## src/bioport_pkg.sv

```systemverilog
/*
 * Constants for the bidirectional and input port pair: data-memory
 * addresses, widths and factory option encodings.
 * Assumes a core that reaches the ports over its data-memory bus.
 */
package bioport_pkg;
   localparam logic [7:0] BIDIR_PORT_ADDR = 8'h12;
   localparam logic [7:0] INPUT_PORT_ADDR = 8'h14;
   localparam int         BIDIR_WIDTH     = 8;
   localparam int         INPUT_WIDTH     = 4;
   localparam int         NIBBLE          = 4;
   localparam int         SYNC_STAGES     = 2;
   localparam logic [7:0] LATCH_RESET     = 8'hff;
   localparam logic [3:0] LOW_ALL_ONES    = 4'hf;
   // Low nibble structure option
   localparam logic       LOW_OPEN_DRAIN  = 1'b0;
   localparam logic       LOW_PUSH_PULL   = 1'b1;
endpackage

```

## src/bioport_sync_if.sv

```systemverilog
/*
 * Carrier between the port top and its pin synchroniser.
 * Assumes both ends on sys_clk.
 */
`timescale 1ns/1ns
interface bioport_sync_if;
   logic [7:0] raw;
   logic [7:0] synced;
   modport sync (input raw, output synced);
   modport user (output raw, input synced);
endinterface

```

## src/bioport_sync.sv

```systemverilog
/*
 * Two-flip-flop synchroniser for the port pin levels.
 * Assumes pins asynchronous to sys_clk.
 */
`timescale 1ns/1ns
module bioport_sync
(
   // Clocking
   input  wire logic      sys_clk,
   input  wire logic      rst,
   input  wire logic      clk_en,
   // Carrier
   bioport_sync_if.sync   pins
);
   logic [7:0] stage1_reg;
   logic [7:0] stage2_reg;
   logic [7:0] stage1_next;
   logic [7:0] stage2_next;

   always_comb
   begin
      stage1_next = pins.raw;
      stage2_next = stage1_reg;
   end

   always_ff @(posedge sys_clk or posedge rst)
   begin
      if (rst)
      begin
         stage1_reg <= 8'hff;
         stage2_reg <= 8'hff;
      end
      else if (clk_en)
      begin
         stage1_reg <= stage1_next;
         stage2_reg <= stage2_next;
      end
   end

   assign pins.synced = stage2_reg;
endmodule

```

## src/bioport_top.sv

```systemverilog
/*
 * Bidirectional 8-bit port and 4-bit input port pair, mapped as
 * data-memory bytes. Output latches drive open-drain or push-pull pins;
 * inputs are sampled, not latched, on the read strobe.
 * Assumes the core gives one-cycle rd_stb (at the second-phase edge) and
 * wr_stb (at the end of the writing cycle); pull-ups are pad controls.
 */
// Behaviour
// 8-bit bidirectional port is read and written at address 12H.
// 4-bit input-only port at 14H, pull-ups on all bits, no driver.
// High nibble always open-drain, also inputs, with pull-ups.
// Low nibble open-drain or push-pull by option; pull-ups by option.
// Each bidirectional bit individually enabled as halt wake-up source.
// Inputs unlatched; pins sampled on second-phase edge of the read.
// Written values held in latches, driving pins until rewritten.
// Software writes one to open-drain bit before reading it as input.
// After reset lines sit high or floating depending on option.
// Bit operations read pin states, modify, write back to latches.
// Software avoids read-modify-write on bidirectional port latches.
// Push-pull low nibble is output only; open-drain is input and output.
// Writes update the latch at cycle end; pins change with it.
`timescale 1ns/1ns
module bioport_top
(
   // Clocking
   input  wire logic       sys_clk,
   input  wire logic       rst,
   input  wire logic       clk_en,
   // Factory options
   input  wire logic       opt_low_push_pull,
   input  wire logic       opt_low_pullup,
   input  wire logic [7:0] opt_wake_enable,
   input  wire logic       opt_reset_high,
   // Data-memory access
   input  wire logic [7:0] mem_addr,
   input  wire logic       rd_stb,
   input  wire logic       wr_stb,
   input  wire logic [7:0] wr_data,
   output logic      [7:0] rd_data,
   output logic            rd_hit,
   // Halt wake-up
   input  wire logic       halted,
   output logic            wake_req,
   // Bidirectional port pads
   input  wire logic [7:0] bidir_port_in,
   output logic      [7:0] bidir_port_out,
   output logic      [7:0] bidir_port_oe,
   output logic      [7:0] bidir_port_pullup,
   // Input port pads
   input  wire logic [3:0] input_port_in,
   output logic      [3:0] input_port_pullup
);
   bioport_sync_if sync_bus ();

   logic [7:0] latch_reg;
   logic [7:0] latch_next;
   logic [7:0] rd_data_reg;
   logic [7:0] rd_data_next;
   logic       armed_reg;
   logic       armed_next;
   logic [7:0] prev_pin_reg;
   logic [7:0] prev_pin_next;
   logic       wake_reg;
   logic       wake_next;
   logic [7:0] pins_now;
   logic [3:0] inport_now;
   logic [7:0] drive_low_mask;
   logic       hit_bidir;
   logic       hit_input;

   assign sync_bus.raw = {input_port_in, bidir_port_in[3:0]};

   // Upper nibble of bidirectional port gets its own separate two-stage sync
   logic [7:0] hi_s1_reg;
   logic [7:0] hi_s2_reg;
   always_ff @(posedge sys_clk or posedge rst)
   begin
      if (rst)
      begin
         hi_s1_reg <= 8'hff;
         hi_s2_reg <= 8'hff;
      end
      else if (clk_en)
      begin
         hi_s1_reg <= {4'hf, bidir_port_in[7:4]};
         hi_s2_reg <= hi_s1_reg;
      end
   end

   bioport_sync u_sync
   (
      .sys_clk (sys_clk),
      .rst     (rst),
      .clk_en  (clk_en),
      .pins    (sync_bus.sync)
   );

   // Synchronised pad levels
   always_comb
   begin
      pins_now   = {hi_s2_reg[3:0], sync_bus.synced[3:0]};
      inport_now = sync_bus.synced[7:4];
   end

   assign hit_bidir = (mem_addr == bioport_pkg::BIDIR_PORT_ADDR);
   assign hit_input = (mem_addr == bioport_pkg::INPUT_PORT_ADDR);

   // Pin drivers follow the latch directly
   always_comb
   begin
      bidir_port_out = latch_reg; // see
      drive_low_mask = ~latch_reg;
      bidir_port_oe[7:4] = drive_low_mask[7:4];
      if (opt_low_push_pull == bioport_pkg::LOW_PUSH_PULL)
         bidir_port_oe[3:0] = bioport_pkg::LOW_ALL_ONES;
      else
         bidir_port_oe[3:0] = drive_low_mask[3:0];
      if (rst && !opt_reset_high)
         bidir_port_oe = 8'h00;
      bidir_port_pullup[7:4] = 4'hf;
      bidir_port_pullup[3:0] = {4{opt_low_pullup}};
      input_port_pullup = 4'hf;
   end

   // Access and wake-up next state
   always_comb
   begin
      latch_next    = latch_reg;
      rd_data_next  = rd_data_reg;
      armed_next    = armed_reg;
      prev_pin_next = pins_now;
      wake_next     = 1'b0;
      if (wr_stb && hit_bidir)
         latch_next = wr_data; // see see
      if (rd_stb && hit_bidir)
      begin
         rd_data_next = pins_now; // see see
         // Push-pull pins cannot be inputs: return latch instead
         if (opt_low_push_pull == bioport_pkg::LOW_PUSH_PULL)
            rd_data_next[3:0] = latch_reg[3:0];
      end
      else if (rd_stb && hit_input)
         rd_data_next = {4'h0, inport_now}; // see
      // Falling edge on an enabled bit wakes the halted core
      armed_next = halted;
      if (halted && armed_reg
          && |(opt_wake_enable & prev_pin_reg & ~pins_now))
         wake_next = 1'b1;
   end

   always_ff @(posedge sys_clk or posedge rst)
   begin
      if (rst)
      begin
         latch_reg    <= bioport_pkg::LATCH_RESET;
         rd_data_reg  <= 8'h00;
         armed_reg    <= 1'b0;
         prev_pin_reg <= 8'hff;
         wake_reg     <= 1'b0;
      end
      else if (clk_en)
      begin
         latch_reg    <= latch_next;
         rd_data_reg  <= rd_data_next;
         armed_reg    <= armed_next;
         prev_pin_reg <= prev_pin_next;
         wake_reg     <= wake_next;
      end
   end

   assign rd_data  = rd_data_reg;
   assign rd_hit   = hit_bidir | hit_input;
   assign wake_req = wake_reg;
endmodule

```

## config.mk

```make
export PLATFORM = sky130hd
export DESIGN_NAME = bioport_top
export DESIGN_NICKNAME = d
export VERILOG_FILES = /design/src/bioport_pkg.sv /design/src/bioport_sync_if.sv /design/src/bioport_sync.sv /design/src/bioport_top.sv
export SDC_FILE = /design/constraint.sdc
export NUM_CORES = 1
export LEC_CHECK = 0
export ABC_AREA = 1
export BUFFER_PORTS_ARGS = -buffer_cell sky130_fd_sc_hd__buf_2
export CORE_ASPECT_RATIO = 1.75
export CORE_MARGIN = 10
export CORE_UTILIZATION = 42
export CTS_BUF_LIST = sky130_fd_sc_hd__clkbuf_2
export DETAILED_ROUTE_END_ITERATION = 12
export PLACE_DENSITY = 0.68
export SYNTH_ARGS = -nofsm -noshare
export SYNTH_HDL_FRONTEND = slang
export SYNTH_SLANG_ARGS = --single-unit
```

## constraint.sdc

```tcl
create_clock -name sys_clk -period 1.7 [get_ports sys_clk]
set_clock_uncertainty 0.1 [all_clocks]
set_input_delay 0.085 -clock sys_clk [delete_from_list [all_inputs] [get_ports sys_clk]]
set_output_delay 0.085 -clock sys_clk [all_outputs]
set_load 0.02 [all_outputs]
```

Word-level counts from Yosys, hierarchy flattened. Cells that the tools add are included.

Output and inout bits: 38. Input port bits: 45. Bits in registers: 50.

Equality and inequality tests: 2. Multiplexer cells: 6. Bitwise operators: 5. Reduce and logical (&&, ||, !) cells: 11.

Operators with widths (count): $mux W8 (3); $and A8 B8 Y8 (2); $eq A8 B5 Y1 const B (2); $not A8 Y8 (2); $mux W4 (2); $reduce_or A8 Y1 (1); $logic_and A1 B1 Y1 (6); $reduce_and A2 Y1 (2); $reduce_bool A2 Y1 (1); $logic_not A1 Y1 (1); $mux W1 (1); $or A1 B1 Y1 (1).

Logic depth before layout (Yosys ltp).
Word-level depth: 5. Mapped depth: 8. Mapped depth without buffers: 8.

By module. From an unflattened synthesis, not the netlist that was laid out.

Cell total of the unflattened synthesis: 310. Area total of the unflattened synthesis: 2548.7 sq um.

By module, submodules not included: bioport_top (area each 1853.0 sq um, cells each 241, instances 1); bioport_sync (area each 695.7 sq um, cells each 69, instances 1).

Worst setup path before layout. OpenSTA, ideal clock, no wires.

Path kind: in2out. Start point: in rst. End point: out bidir_port_oe[0]. Setup slack: -170 ps. Buffers on the path: 0. Arrival: 1685 ps. Stages: 5. Path through: inv_1 -> nor2_1 -> inv_1 -> nand2_1 -> inv_1.

Word-level cells in the longest chain between the ends: 2.

Ends and longest elaborated chain: from (decl) (line bioport_top.sv:27) `input wire logic rst,`; $logic_and A1 B1 Y1 (line bioport_top.sv:118) `if (rst && !opt_reset_high)`; $mux W8 (line bioport_top.sv:118); to (decl) (line bioport_top.sv:47) `output logic [7:0] bidir_port_oe,`.

Every way passes these cells.

Worst setup path in the final report.
Start point: in mem_addr[0]. End point: reg rd_data_reg[1], in the netlist rd_data[1].

Word-level cells in the longest chain between the ends: 4. Elaborated cells on any way between the ends: 7. Classes of those cells: 2 x eq/ne; 1 x mux; 4 x reduce/logical.

Ends and longest elaborated chain: from (decl) (line bioport_top.sv:35) `input wire logic [7:0] mem_addr,`; $eq A8 B5 Y1, on equally long branches (line bioport_top.sv:105, bioport_top.sv:106); $logic_and A1 B1 Y1, on equally long branches (line bioport_top.sv:135, bioport_top.sv:142); $reduce_bool A2 Y1 (no line); $reduce_and A2 Y1 (no line); to (signal assigned) (line bioport_top.sv:164) `rd_data_reg <= rd_data_next;`; to (decl) (line bioport_top.sv:57) `logic [7:0] rd_data_reg;`.

Parallel ways exist; a longest one is shown, timed or not. A chain may end at the register's enable or synchronous reset.

==> metrics.csv <==
metric;value;unit
status;finished, final reports clean;
clkPwrFrac;19.2;%
synth-seq-cells;50;
cp.depth;8;
multi_input_area;937;sq um
dieArea;9470;sq um
whs;0.0417;ns
route.met2.wl;3200;um
cp_data_arrival_time;1.91;ns
finalSetupTns;0;ns
place_area;2820;sq um
die_w;78.0;um
clk_pin_slew_worst_paths;0.22;ns
postLayoutCoreUtil;60.0;%
cts_tree;yes;
power-per-cell-area;675;nW/um^2
clock_latency;0.41;ns
netlist_instances;302;
slowest_stage;dlygate4sd3_1;
avgRoutedWirePerCell;12.3;um
routed-via-count;2202;
path_class;input pin to flip-flop;
power.static_leakage;1.77;nW
worstMarginPinSlew;0.610;ns
max_stage_delay;0.57;ns
reg2reg_slack;0.24;ns
min_from;clk_en;
critPathTopFamily;buffers and inverters;
end_kind;flip-flop;
dr_wl_met3;362;um
met1Wirelength;2420;um
syn-mean-instance-area;8.17;sq um
antenna_found_initial;1;
period_share;96.9;%
cts_inserted_buffers;5;
startpoint_type;input pin;
slew_violations;0;
placed_cells;437;
p_int;1.63;mW
first_iter_violations;124;
fmax;0.607;GHz
final_nets;463;
ys_seq_area_share;52.7;%
port_buffers;69;
cts_root_buf;clkbuf_2;
r2r-start;bidir_port_out[1];
fp.coreArea;5630;sq um
hold_viol_final;0;
yosysWarningCount;0;
p_switching;0.651;mW
required;1.97;ns
worstPathCellList;buf_2, dlygate4sd3_1, nor2_2, nand4_4, nor2_4, dlygate4sd3_1, nand2_1, nand2_1;
maxCapViolCount;0;
post_cts_buffers;0;
p_total;2.28;mW
viasPerCell;4.44;
ios;83;
netlist_area;2470;sq um
power_frac_seq;61.5;%
grt_max_degree;51;
wl;6110;um
firstDrtPassIters;4;
path_buf_inv;3;
ys_types;21;
grt_pass1_vias;2270;
peakVddDrop;500;uV
fillCellCount;517;
grtUsageTotal;13.4;%
ff2ff_path_depth;3;
startpoint;mem_addr[0];
endpoint;rd_data[1];
remaining_drc_errors;0;
setup_slack;0.0533;ns
ant_nets;0;
routed.top_layer;met4;
swShare;28.5;%
rsz0062_at_grt;no;
share_comb_of_total_power;19.3;%
maxSlewHeadroom;59.4;%
min_path_type;input pin to flip-flop;
finalInstanceArea;3380;sq um
final_cells;496;
start_util;43.8;%
reg2reg_to;bidir_port_out[1];
pre_cts_ws;0.458;ns
gpl.final_weighted_congestion;0.825;
cts_max_level;2;
min_period;1.65;ns
hpwl;4180;um
cts_sinks;50;
fp.dieH;121;um
core.rowCount;36;
grt_pass1_wl;10500;um
synthToLayoutAreaGrowth;36.9;%
finalSetupViolCount;0;
grt.overflow.total;0;
worst-path-max-fanout;4;
drive_above_1_share;33.7;%
clockBufferDepth;2;
regArea;1300;sq um
hold_depth;3;
-- Yosys cell counts --
library cell | instances | share of area [%]
conb_1 | 1 | 0.15
nand2_1 | 131 | 20
nand4_4 | 1 | 0.86
o21ai_0 | 19 | 3.9
nand2_2 | 4 | 1.0
nor2_4 | 3 | 1.4
nand4_2 | 1 | 0.51
o21ai_2 | 8 | 2.8
nand4_1 | 4 | 1.0
inv_2 | 2 | 0.30
clkbuf_1 | 1 | 0.15
nor2_2 | 1 | 0.25
nand3_2 | 2 | 0.81
nand3_1 | 9 | 1.8
buf_2 | 5 | 1.0
nor2_1 | 12 | 1.8
buf_6 | 1 | 0.46
inv_1 | 34 | 5.2
dfrtp_1 | 10 | 10
buf_4 | 13 | 4.0
dfstp_2 | 40 | 43
-- worst min-delay path by stage --
stage | endpoint | slack, ns
after detailed placement | bidir_port_pullup[2] | 0.07
after floorplan | armed_reg | 0.02
after global placement | bidir_port_pullup[2] | 0.07
final | armed_reg | 0.04
after global routing | hi_s2_reg[2] | 0.01
after CTS | armed_reg | 0.004
-- final cells by class --
type,count,area share (%)
repair buffers,122,25.7
inverters,36,4.11
multi-input cells,203,27.7
well taps,76,2.81
clock inverters,3,0.333
clock buffers,5,0.740
flip-flops and latches,50,38.5
diodes,1,0.0740
-- cell usage in the layout (no fill, tap or decap) --
master and instances:
nand2_1 131, buf_2 69, dlygate4sd3_1 50, dfstp_2 40
inv_1 33, o21ai_0 19, nor2_1 11, dfrtp_1 10
nand3_1 9, o21ai_2 8, conb_1 8, clkbuf_2 5
nand2_2 4, nor2_4 4, nand4_1 4, clkinv_1 3
buf_4 3, inv_2 2, nand3_2 2, nand4_4 2
diode_2 1, clkinvlp_4 1, nor2_2 1
-- routing by layer --
layer | GRT usage (%) | vias up
met5 | 0 | -
met4 | 5.52 | 0
met3 | 3.49 | 11
met2 | 23.8 | 65
met1 | 14.6 | 989
li1 | - | 1137
-- power groups by stage --
stage               Sequential (mW)  Combinational, mW  Clock (mW)
finish                         1.40              0.441       0.438
global route                   1.41              0.502       0.511
CTS                            1.40              0.441       0.457
detailed placement             1.42              0.360           0
global placement               1.41              0.353           0
floorplan                      1.42              0.253           0
-- worst min-delay path, cell delays in order --
cell     delay [ns]
buf_2          0.24
nand2_1        0.14
o21ai_0        0.08
-- logic make-up (layout without fill, tap and decap cells) --
kind of cell           Yosys count  count (layout)  share of synthesized area (%)
DFF                             50              50                           52.7
other                            1               9                          0.152
buffers and inverters           56             166                           11.0
AOI/OAI and AO/OA               27              27                           6.69
and+or+nand+nor                168             168                           29.4
-- what timing repair did --
item,CTS,global route
setup endpoints to repair,0,1
hold endpoints to repair,45,0
hold buffers,50,0
resized for setup,0,3
Note: power is estimated with default switching activity, not from simulation.
